==> src/core/pmcc_pkg.sv <==
// Constants and types shared by the power mode and clock controller
package pmcc_pkg;
  localparam int CLK_PERIOD_NS = 4;
  localparam int FAST_WAKE_NS = 5000;
  // Least wake time, rounded up to whole cycles
  localparam int FAST_WAKE_CYC = (FAST_WAKE_NS + CLK_PERIOD_NS - 1) / CLK_PERIOD_NS;
  localparam int WAKE_CNT_W = 11;

  // Oscillator codes; bit 1 set marks a slow source
  localparam logic [1:0] SRC_FAST_EXT = 2'h0;
  localparam logic [1:0] SRC_FAST_INT = 2'h1;
  localparam logic [1:0] SRC_SLOW_EXT = 2'h2;
  localparam logic [1:0] SRC_SLOW_INT = 2'h3;
  localparam int NSRC = 4;

  // Prescaler divides by two to the power of this field
  localparam logic [2:0] PRESC_RESET = 3'h3;
  localparam int DIV_W = 7;

  localparam logic [7:0] OFS_SYS_SEL = 8'h00;
  localparam logic [7:0] OFS_PRESC = 8'h04;
  localparam logic [7:0] OFS_CFG = 8'h08;
  localparam logic [7:0] OFS_GATE = 8'h0c;
  localparam logic [7:0] OFS_MODE = 8'h10;
  localparam logic [7:0] OFS_STATUS = 8'h14;
  localparam logic [7:0] OFS_EVT_STAT = 8'h18;
  localparam logic [7:0] OFS_EVT_CLR = 8'h1c;
  localparam logic [7:0] OFS_EVT_EN = 8'h20;

  localparam int CFG_GUARD = 0;
  localparam int CFG_FAST_WAKE = 1;
  localparam int CFG_OUT_EN = 2;
  localparam int CFG_OUT_SRC = 3;
  localparam int CFG_RTC_SRC = 5;
  localparam int CFG_DISP_SRC = 7;
  localparam int STAT_SWITCHING = 2;
  localparam int STAT_MODE = 8;

  localparam logic [2:0] CMD_LP_ENTER = 3'h1;
  localparam logic [2:0] CMD_LP_EXIT = 3'h2;
  localparam logic [2:0] CMD_HALT = 3'h3;
  localparam logic [2:0] CMD_AHALT = 3'h4;

  localparam int EVT_FALLBACK = 0;
  localparam int EVT_SWITCHED = 1;
  localparam int EVT_WAKE = 2;
  localparam int EVT_W = 3;

  // Synchroniser lanes: ticks, ready flags, reference ready
  localparam int SY_TICK = 0;
  localparam int SY_RDY = 4;
  localparam int SY_VREF = 8;
  localparam int NSYNC = 9;

  typedef enum logic [6:0] {
    MODE_RUN = 7'h01,
    MODE_WAIT = 7'h02,
    MODE_LPRUN = 7'h04,
    MODE_LPWAIT = 7'h08,
    MODE_AHALT = 7'h10,
    MODE_HALT = 7'h20,
    MODE_HWAKE = 7'h40
  } pmcc_mode_type;
endpackage : pmcc_pkg

==> src/core/pmcc_top.sv <==
// Power mode sequencer, system clock source, prescaler and clock gating
//
// Added by the designer: the placing of the registers and the Avalon-MM register port.
`timescale 1ns/1ps
`default_nettype none
module pmcc_top import pmcc_pkg::*; #(
  parameter int NPER = 8,
  parameter int GUARD_CYC = 1024
) (
  input wire logic clk_i,
  input wire logic rst_i,
  input wire logic [7:0] avs_address_i,
  input wire logic avs_read_i,
  input wire logic avs_write_i,
  input wire logic [31:0] avs_writedata_i,
  output logic [31:0] avs_readdata_o,
  output logic avs_waitrequest_o,
  input wire logic [NSRC-1:0] osc_tick_i,
  input wire logic [NSRC-1:0] osc_ready_i,
  input wire logic vref_ready_i,
  input wire logic wfi_i,
  input wire logic wfe_i,
  input wire logic int_irq_i,
  input wire logic ext_irq_i,
  input wire logic core_event_i,
  input wire logic rtc_irq_i,
  input wire logic halt_wake_i,
  input wire logic lp_event_i,
  output logic main_sys_clock_en_o,
  output logic cpu_clk_en_o,
  output logic [NPER-1:0] periph_clk_en_o,
  output logic ram_clk_en_o,
  output logic flash_clk_en_o,
  output logic rtc_clk_en_o,
  output logic disp_clk_en_o,
  output logic regulator_ulp_o,
  output logic clock_output_pin_o,
  output logic irq_o
);
  if (NPER < 1 || NPER > 24) begin : g_chk_nper
    $error("NPER must lie in 1..24");
  end
  if (GUARD_CYC < 2 || GUARD_CYC > 4095) begin : g_chk_guard
    $error("GUARD_CYC must lie in 2..4095");
  end

  typedef struct packed {
    logic [NSYNC-1:0] s1;
    logic [NSYNC-1:0] s2;
    logic [NSYNC-1:0] s3;
    pmcc_mode_type mode;
    logic [1:0] req_src;
    logic [1:0] act_src;
    logic [1:0] rtc_src;
    logic [1:0] disp_src;
    logic [1:0] out_src;
    logic [2:0] presc;
    logic [DIV_W-1:0] div;
    logic guard_en;
    logic fast_wake;
    logic out_en;
    logic [NPER-1:0] gate;
    logic [WAKE_CNT_W-1:0] wake_cnt;
    logic [11:0] miss_cnt;
    logic [EVT_W-1:0] stat;
    logic [EVT_W-1:0] ien;
    logic wait_rq;
    logic [31:0] rdata;
    logic sys_en;
    logic cpu_en;
    logic [NPER-1:0] per_en;
    logic ram_en;
    logic flash_en;
    logic rtc_en;
    logic disp_en;
    logic ulp;
    logic ck_out;
    logic irq;
  } pmcc_state_type;

  pmcc_state_type q;
  pmcc_state_type next_q;
  logic [NSRC-1:0] src_tick;
  logic [NSRC-1:0] src_rdy;
  logic sys_tick;
  logic wr;
  logic [2:0] cmd;
  logic [EVT_W-1:0] set;
  logic fallback;

  always_comb begin
    logic [31:0] rd;
    logic [DIV_W-1:0] limit;
    logic periph_on;
    rd = 32'h0;
    limit = '0;
    periph_on = 1'b0;
    next_q = q;
    set = '0;
    fallback = 1'b0;
    sys_tick = 1'b0;
    // Pad levels sampled twice; only the settled copies feed logic
    next_q.s1 = {vref_ready_i, osc_ready_i, osc_tick_i};
    next_q.s2 = q.s1;
    next_q.s3 = q.s2;
    src_tick = q.s2[SY_TICK +: NSRC] & ~q.s3[SY_TICK +: NSRC];
    src_rdy = q.s2[SY_RDY +: NSRC];

    // Bus: one wait cycle, write acts on the edge that sees waitrequest low
    wr = avs_write_i && !q.wait_rq;
    cmd = (wr && avs_address_i == OFS_MODE) ? avs_writedata_i[2:0] : 3'h0;
    case (avs_address_i)
      OFS_SYS_SEL: rd[1:0] = q.req_src;
      OFS_PRESC: rd[2:0] = q.presc;
      OFS_CFG: rd[8:0] = {q.disp_src, q.rtc_src, q.out_src, q.out_en, q.fast_wake, q.guard_en};
      OFS_GATE: rd[NPER-1:0] = q.gate;
      OFS_STATUS: begin
        rd[1:0] = q.act_src;
        rd[STAT_SWITCHING] = (q.req_src != q.act_src);
        rd[STAT_MODE +: 7] = q.mode;
      end
      OFS_EVT_STAT: rd[EVT_W-1:0] = q.stat;
      OFS_EVT_EN: rd[EVT_W-1:0] = q.ien;
      default: rd = 32'h0;
    endcase
    if ((avs_read_i || avs_write_i) && q.wait_rq) begin
      next_q.wait_rq = 1'b0;
      next_q.rdata = rd;
    end else begin
      next_q.wait_rq = 1'b1;
    end
    if (wr) begin
      case (avs_address_i)
        // Source changes only requested in run mode; the switch itself waits below
        OFS_SYS_SEL: if (q.mode == MODE_RUN) next_q.req_src = avs_writedata_i[1:0];
        OFS_PRESC: next_q.presc = avs_writedata_i[2:0];
        OFS_CFG: begin
          next_q.guard_en = avs_writedata_i[CFG_GUARD];
          next_q.fast_wake = avs_writedata_i[CFG_FAST_WAKE];
          next_q.out_en = avs_writedata_i[CFG_OUT_EN];
          next_q.out_src = avs_writedata_i[CFG_OUT_SRC +: 2];
          next_q.rtc_src = avs_writedata_i[CFG_RTC_SRC +: 2];
          next_q.disp_src = avs_writedata_i[CFG_DISP_SRC +: 2];
        end
        OFS_GATE: next_q.gate = avs_writedata_i[NPER-1:0];
        OFS_EVT_EN: next_q.ien = avs_writedata_i[EVT_W-1:0];
        default: ;
      endcase
    end

    // Prescaler counts ticks of the active source
    limit = DIV_W'((8'h1 << q.presc) - 8'h1);
    if (src_tick[q.act_src]) begin
      if (q.div >= limit) begin
        next_q.div = '0;
        sys_tick = 1'b1;
      end else begin
        next_q.div = q.div + 1'b1;
      end
    end
    // Switch only on a divided-clock boundary so no pulse is cut short
    if (q.req_src != q.act_src && src_rdy[q.req_src] && sys_tick) begin
      next_q.act_src = q.req_src;
      next_q.div = '0;
      set[EVT_SWITCHED] = 1'b1;
    end
    // Guard: ready lost or no tick for GUARD_CYC cycles
    if (q.guard_en && q.act_src == SRC_FAST_EXT) begin
      next_q.miss_cnt = src_tick[SRC_FAST_EXT] ? 12'h0 : q.miss_cnt + 12'h1;
      if (!src_rdy[SRC_FAST_EXT] || q.miss_cnt >= 12'(GUARD_CYC - 1)) begin
        fallback = 1'b1;
        next_q.act_src = SRC_FAST_INT;
        next_q.req_src = SRC_FAST_INT;
        next_q.div = '0;
        next_q.miss_cnt = 12'h0;
        set[EVT_FALLBACK] = 1'b1;
      end
    end else begin
      next_q.miss_cnt = 12'h0;
    end

    case (q.mode)
      MODE_RUN: begin
        // Low power run needs a settled slow source
        if (cmd == CMD_LP_ENTER && q.act_src[1] && q.req_src == q.act_src) begin
          next_q.mode = MODE_LPRUN;
        end else if (cmd == CMD_HALT) begin
          next_q.mode = MODE_HALT;
        end else if (cmd == CMD_AHALT) begin
          next_q.mode = MODE_AHALT;
        end else if (wfi_i || wfe_i) begin
          next_q.mode = MODE_WAIT;
        end
      end
      MODE_WAIT: begin
        if (int_irq_i || ext_irq_i || core_event_i) begin
          next_q.mode = MODE_RUN;
          set[EVT_WAKE] = 1'b1;
        end
      end
      MODE_LPRUN: begin
        // Interrupt inputs are not looked at here
        if (cmd == CMD_LP_EXIT) begin
          next_q.mode = MODE_RUN;
        end else if (wfe_i) begin
          next_q.mode = MODE_LPWAIT;
        end
      end
      MODE_LPWAIT: begin
        if (lp_event_i) begin
          next_q.mode = MODE_LPRUN;
          set[EVT_WAKE] = 1'b1;
        end
      end
      MODE_AHALT: begin
        if (rtc_irq_i || ext_irq_i) begin
          next_q.mode = MODE_RUN;
          set[EVT_WAKE] = 1'b1;
        end
      end
      MODE_HALT: begin
        if (ext_irq_i || halt_wake_i) begin
          next_q.mode = MODE_HWAKE;
          next_q.wake_cnt = '0;
        end
      end
      MODE_HWAKE: begin
        next_q.wake_cnt = q.wake_cnt + 1'b1;
        // Fast path trades reference accuracy for a fixed short wake
        if (q.fast_wake ? (q.wake_cnt >= WAKE_CNT_W'(FAST_WAKE_CYC - 1)) : q.s2[SY_VREF]) begin
          next_q.mode = MODE_RUN;
          set[EVT_WAKE] = 1'b1;
        end
      end
      default: next_q.mode = MODE_RUN;
    endcase

    // Gates follow the mode being entered so outputs line up with q.mode
    periph_on = next_q.mode inside {MODE_RUN, MODE_WAIT, MODE_LPRUN, MODE_LPWAIT};
    next_q.sys_en = sys_tick && periph_on;
    next_q.cpu_en = sys_tick && (next_q.mode inside {MODE_RUN, MODE_LPRUN});
    next_q.per_en = {NPER{sys_tick && periph_on}} & q.gate;
    next_q.ram_en = sys_tick && periph_on;
    next_q.flash_en = sys_tick && (next_q.mode inside {MODE_RUN, MODE_WAIT});
    next_q.ulp = next_q.mode inside {MODE_LPRUN, MODE_LPWAIT};
    next_q.rtc_en = src_tick[q.rtc_src] && !(next_q.mode inside {MODE_HALT, MODE_HWAKE});
    next_q.disp_en = src_tick[q.disp_src] && periph_on;
    if (!q.out_en) begin
      next_q.ck_out = 1'b0;
    end else if (src_tick[q.out_src]) begin
      next_q.ck_out = !q.ck_out;
    end
    // Set beats a clear in the same cycle
    next_q.stat = (q.stat & ~((wr && avs_address_i == OFS_EVT_CLR) ? avs_writedata_i[EVT_W-1:0] : '0)) | set;
    next_q.irq = |(next_q.stat & next_q.ien);
  end

  always_ff @(posedge clk_i) begin
    if (rst_i) begin
      q <= '0;
      q.mode <= MODE_RUN;
      q.req_src <= SRC_FAST_INT;
      q.act_src <= SRC_FAST_INT;
      q.presc <= PRESC_RESET;
      q.gate <= '1;
      q.wait_rq <= 1'b1;
    end else begin
      q <= next_q;
    end
  end

  assign avs_readdata_o = q.rdata;
  assign avs_waitrequest_o = q.wait_rq;
  assign main_sys_clock_en_o = q.sys_en;
  assign cpu_clk_en_o = q.cpu_en;
  assign periph_clk_en_o = q.per_en;
  assign ram_clk_en_o = q.ram_en;
  assign flash_clk_en_o = q.flash_en;
  assign rtc_clk_en_o = q.rtc_en;
  assign disp_clk_en_o = q.disp_en;
  assign regulator_ulp_o = q.ulp;
  assign clock_output_pin_o = q.ck_out;
  assign irq_o = q.irq;
endmodule : pmcc_top
`default_nettype wire

==> config.mk <==
export PLATFORM = sky130hd
export DESIGN_NAME = pmcc_top
export DESIGN_NICKNAME = d
export VERILOG_FILES = /design/src/core/pmcc_pkg.sv /design/src/core/pmcc_top.sv
export SDC_FILE = /design/constraint.sdc
export NUM_CORES = 1
export LEC_CHECK = 0
export BUFFER_PORTS_ARGS = -buffer_cell sky130_fd_sc_hd__buf_2
export CAP_MARGIN = 20
export CORE_UTILIZATION = 45
export CTS_CLUSTER_DIAMETER = 40
export DETAILED_ROUTE_END_ITERATION = 12
export PLACE_DENSITY = 0.76
export SLEW_MARGIN = 10
export SYNTH_ARGS = -nofsm -noshare
export SYNTH_HDL_FRONTEND = slang
export SYNTH_SLANG_ARGS = --single-unit
==> constraint.sdc <==
create_clock -name clk_i -period 6.2 [get_ports clk_i]
set_clock_uncertainty 0.2 [all_clocks]
set_input_delay 0.31 -clock clk_i [delete_from_list [all_inputs] [get_ports clk_i]]
set_output_delay 0.31 -clock clk_i [all_outputs]
set_load 0.01 [all_outputs]
# [After elaboration in Yosys (flattened, before gate mapping)]
# Cells that the tools add are included.
[classes] addsub=4 magnitude_cmp=8 eq_ne=28 n_shift=1 muxes=56 bitwise_logic=9 n_reduce_logical=40
[ops] operator="7-bit two-way mux" n=16
[ops] operator="7-bit case mux with 7 select lines" n=1
[ops] operator="8-bit by 5-bit == test with 1-bit output, second input constant" n=4
[ops] operator="11-bit case mux with 2 select lines" n=1
[ops] operator="8-bit by 4-bit == test with 1-bit output, second input constant" n=2
[ops] operator="1-bit two-way mux" n=16
[ops] operator="2-bit by 3-bit less-than comparator with 1-bit output, second input constant" n=5
[ops] operator="7-bit by 1-bit == test with 1-bit output, second input constant" n=2
[ops] operator="7-bit by 2-bit == test with 1-bit output, second input constant" n=2
[ops] operator="7-bit by 3-bit == test with 1-bit output, second input constant" n=2
[ops] operator="7-bit by 4-bit == test with 1-bit output, second input constant" n=2
[ops] operator="7-bit by 6-bit == test with 1-bit output, second input constant" n=2
[ops] operator="7-bit == test, second input constant" n=2
[ops] operator="1-bit logical AND" n=14
[ops] operator="2-bit case mux with 7 select lines" n=1
[ops] operator="12-bit by 1-bit adder with 12-bit output, second input constant" n=1
[ops] operator="12-bit by 10-bit >= comparator with 1-bit output, second input constant" n=1
[ops] operator="3-bit two-way mux" n=4
[ops] operator="11-bit by 1-bit adder with 11-bit output, second input constant" n=1
[ops] operator="11-bit >= comparator, second input constant" n=1
[ops] operator="11-bit two-way mux" n=1
[ops] operator="1-bit binary-select mux with 2-bit select" n=5
[ops] operator="5-bit case mux with 2 select lines" n=1
[ops] operator="2-bit nonzero test" n=5
[ops] operator="35 further kinds" n=54
[word_totals] reg_bits=121

# [Logic depth before layout (Yosys ltp)]
[depth] depth_word=13 ltp_mapped=9 mapped_depth_nobuf=8

# [Worst setup path before layout]
# No wires, ideal clock.
[synth_timing] kind="reg-to-reg" from="register q[99] in the netlist's numbering" to="register q (netlist bit flash_clk_en_o)" arrival_time_ns=2.292 required_time_ns=5.941 path_slack_ns=3.649 path_stages_with_launch=10 path_buffers=1 period_less_slack_ns=2.551 cell_sequence="dfxtp_1 clkbuf_1 or3_1 ha_1 nor2b_1 o21ai_0 a41oi_1 or3_1 nor3b_4 and2_1"
[synth_between] elab_chain_len=6
[synth_rtl] element="start: declaration" line_no="pmcc_top.sv:81" source="pmcc_state_type q;"
[synth_rtl] element="start signal: assignment" line_no="pmcc_top.sv:268" source="q <= next_q;"
[synth_rtl] element="1-bit by 3-bit left shift with 7-bit output" line_no="pmcc_top.sv:152" source="limit = DIV_W'((8'h1 << q.presc) - 8'h1);"
[synth_rtl] element="7-bit by 1-bit subtractor with 7-bit output" line_no="pmcc_top.sv:152"
[synth_rtl] element="7-bit >= comparator" line_no="pmcc_top.sv:154" source="if (q.div >= limit) begin"
[synth_rtl] element="1-bit two-way mux" line_no="pmcc_top.sv:154"
[synth_rtl] element="1-bit two-way mux" line_no="pmcc_top.sv:153" source="if (src_tick[q.act_src]) begin"
[synth_rtl] element="1-bit logical AND" line_no="pmcc_top.sv:244" source="next_q.flash_en = sys_tick && (next_q.mode inside {MODE_RUN, MODE_WAIT});"
# No other way between the ends.
# A chain may end at the register's enable or synchronous reset.

# [Worst setup path in the final report]
[layout_timing] from="register q[98] in the netlist's numbering" to="register q (netlist bit periph_clk_en_o[6])"
[layout_between] elab_chain_len=7
[layout_rtl] element="1-bit by 3-bit left shift with 7-bit output" line_no="pmcc_top.sv:152"
[layout_rtl] element="7-bit by 1-bit subtractor with 7-bit output" line_no="pmcc_top.sv:152"
[layout_rtl] element="7-bit >= comparator" line_no="pmcc_top.sv:154"
[layout_rtl] element="1-bit two-way mux" line_no="pmcc_top.sv:154"
[layout_rtl] element="1-bit two-way mux" line_no="pmcc_top.sv:153"
[layout_rtl] element="1-bit logical AND" line_no="pmcc_top.sv:242" source="next_q.per_en = {NPER{sys_tick && periph_on}} & q.gate;"
[layout_rtl] element="8-bit bitwise AND" line_no="pmcc_top.sv:242"
# No other way between the ends.

==> flow_summary.toml <==
[cells_and_area]
fin_area_sq_um = 6740
layout-drive-gt1-share_pct = 18.0
num-fill-cells = 1069
areaGrowthSynthToFinish_pct = 18.7
final_net_count = 776
stdcell_count = 885
n_antenna_cell = 0

[global_route]
grt_first_pass_wirelength_mm = 21.5
grt_max_degree = 93
grtUsageTotal_pct = 21.3
grt_pass1_vias = 4572
gr-total-overflow = 0
antenna_found_initial = 0

[setup_path]
worst_path_dominant_cell_family = "simple AND/OR/NAND/NOR gates"
worstSetupPathType = "register to register"
critPathSlowestCell = "or3_1"
worstSetupStartpointType = "register"
crit_path_end_kind = "register"
critPathBufInv = 0
crit_path_max_fanout = 10
cp.arrival_ns = 3.17
slowest_delay_ns = 0.52
path_cells = "or3_1, ha_1, nor2b_1, o21ai_0, a41oi_1, or3_1, nor3b_4, and2_1"
reg2reg_setup_slack_ns = 3.20
crit_required_ns = 6.37
critPathMostFrequentCell = "or3_1"

[sta]
worst_pin_slew_ns = 1.02
slew_violations = 0
finalSetupTns_ns = 0
hold_violations = 0
rsz0062_at_grt = "false"
fin_ws_ns = 3.20
slew_headroom_pct = 31.8
period_needed_ns = 3.00
fin_crit_sh_pct = 48.5
fmax_mhz = 333
finalSetupViolations = 0

[synth]
synth_xor_area_share_pct = 2.62
async_flop_share_pct = 0
yosys_warnings = 0
synth.yosys.seq_area_share_pct = 42.7
synth-simple-area-share_pct = 29.1
synthCells = 643
synth_area_leader_cell = "dfxtp_1"
synth_edf_count = 0
synth_top_family_by_area = "simple AND/OR/NAND/NOR gates"
synth_top_flop_cell = "dfxtp_1"
netlist_top_cells_area = "dfxtp_1 43%, buf_4 5.4%, nor2_1 4.7%"
syn_area_sq_um = 5680
syn_avg_cell_area_sq_um = 8.83
ys_types = 66
synth-adder-area-share_pct = 2.42
synth_compound_area_share_pct = 10.5
muxShareOfSynthArea_pct = 4.56
ys_ff_latch = 121
netlist.area_leader.share_pct = 42.7

[min_path]
min_path_type = "input pin to register"

[place]
dpl-instance-area_sq_um = 5900
routabilityCongestion = 0.928
numPortBuffers = 70
dp.cells = 832
dp_hpwl_mm = 9.10
post-place-ws_ns = 3.20

[detailed_routing]
first_pass_iters = 7
ant_nets = 0
vias_per_cell = 5.41
drc = 0
wl_per_cell_microns = 14.8
drt_iter0_drc = 423
dr_total_vias = 4784
drt_wl_total_mm = 13.1

[power]
ir_drop_v = 0.000215
p_per_area_nw_per_um2 = 293
p_total_uw = 1980
p_leak_uw = 0.00269

[die]
coreArea_sq_um = 12200
initial_utilization_pct = 46.7
die_area_sq_um = 13100
row_count = 40
pin_count = 111
dieWidth_microns = 114
dieHeight_microns = 114

[cts]
clock_latency_ns = 0.42
cts.clk_slew.worst_paths_ns = 0.05
ctsHtreeMaxLevel = 4
cts-root-buf = "clkbuf_16"
cts_buffers = 17
postCtsSetupBuffers = 0
clock_path_buffers = 2
clock-sinks = 121
ctsResizeCount = 0
cts_tree = "done"

[status]
status = "finished clean"

[run]
maxCapViolations = 0
==> power breakdown <==
group	internal, uW	switching [uW]	total (uW)	leakage, uW
combinational	51.3	70.1	121	0.00141
sequential	794	11.3	805	0.000983
clock	702	348	1050	0.000301
total	1550	429	1980	0.00269
==> registers in the layout (all words and copies together), names as in the netlist <==
name,cells
q,71
next_q,18
avs_readdata_o,15
periph_clk_en_o,8
avs_waitrequest_o,1
clock_output_pin_o,1
cpu_clk_en_o,1
disp_clk_en_o,1
flash_clk_en_o,1
irq_o,1
ram_clk_en_o,1
regulator_ulp_o,1
rtc_clk_en_o,1
==> cells by family after synthesis <==
family	count (synthesis)
compound gates	87
xor+xnor	17
fa+ha+maj	11
buf+inv	78
flops	121
mux	18
other cells	1
simple gates	310
==> cells in the final DEF, fill, tap and decap left out, types with 5 or more instances in the layout <==
master | netlist | final
nor2_1 | 71 | 71
nor3_1 | 12 | 12
nand4b_1 | 5 | 5
a21oi_1 | 35 | 35
inv_1 | 9 | 9
nand3b_1 | 10 | 10
ha_1 | 11 | 11
and2_1 | 14 | 14
a311oi_1 | 5 | 5
a221oi_1 | 7 | 7
nor3b_1 | 5 | 5
buf_2 | 3 | 70
conb_1 | 1 | 19
o21ai_0 | 8 | 8
a211oi_1 | 5 | 5
nand2b_1 | 8 | 8
dlygate4sd3_1 | 0 | 19
nor2b_1 | 31 | 31
mux2i_1 | 9 | 9
nand4_1 | 9 | 9
a211o_1 | 5 | 5
xor2_1 | 9 | 9
clkbuf_16 | 0 | 17
xnor2_1 | 8 | 8
or3_1 | 7 | 7
dfxtp_1 | 121 | 121
and3_1 | 8 | 8
mux4_2 | 6 | 6
nand2_1 | 69 | 69
nand3_1 | 38 | 38
==> stage by stage <==
| step | utilization [%] | hold slack (ns) |
|---|---|---|
| 2_1_floorplan | - | 0.214 |
| 3_3_place_gp | 48.5 | 0.225 |
| 3_5_place_dp | 48.5 | 0.229 |
| 4_1_cts | 55.3 | 0.0278 |
| 5_1_grt | 55.4 | 0.0375 |
| 6_report | 55.4 | 0.0429 |
==> tightest hold or removal path, cell delays in order <==
cell and delay (ns):
buf_2 0.11, nor2_1 0.06, nand3_1 0.08, a21oi_1 0.06
==> what timing repair did <==
action / CTS / global route
hold buffers: 19 / 0
endpoints found under the hold margin: 23 / 0
endpoints found under the setup margin: 0 / 0
==> synthesized netlist by cell type (9+ instances only) <==
cell type and instances:
nor3_1 12, nor2_1 71, nor2b_1 31, dfxtp_1 121, buf_4 41, and2_1 14, nand2_1 69, xor2_1 9
ha_1 11, a21oi_1 35, nand4_1 9, inv_1 9, mux2i_1 9, nand3b_1 10, clkbuf_1 24, nand3_1 38
==> final timing paths <==
kind,startpoint,end,cells after the start
setup / recovery,q[98]$_SDFFE_PP1P_,periph_clk_en_o[6]$_SDFF_PP0_,8
hold / removal,ext_irq_i,q[115]$_SDFF_PP0_,4
setup reg to reg,q[98]$_SDFFE_PP1P_,periph_clk_en_o[6]$_SDFF_PP0_,8
hold reg to reg,next_q[131]$_SDFF_PP0_,next_q[122]$_SDFF_PP0_,1
==> cell type report <==
type,instances,area (sq um),area share [%]
multi-input cells,462,2860,42.5
flip-flops and latches,121,2420,36.0
repair buffers,93,568,8.43
clock buffers,21,470,6.98
well taps,168,210,3.12
clock inverters,11,169,2.51
inverters,9,33.8,0.501
==> per-layer routing <==
layer  vias to the layer above  GRT usage (%)  part of all wire, %
met2                       176           36.3                   49
met4                         0           11.5                  2.6
met5                         -              0                    0
li1                       2312              -                    -
met3                        27           5.66                  6.0
met1                      2269           24.4                   42
(Power assumes the default switching activity.)
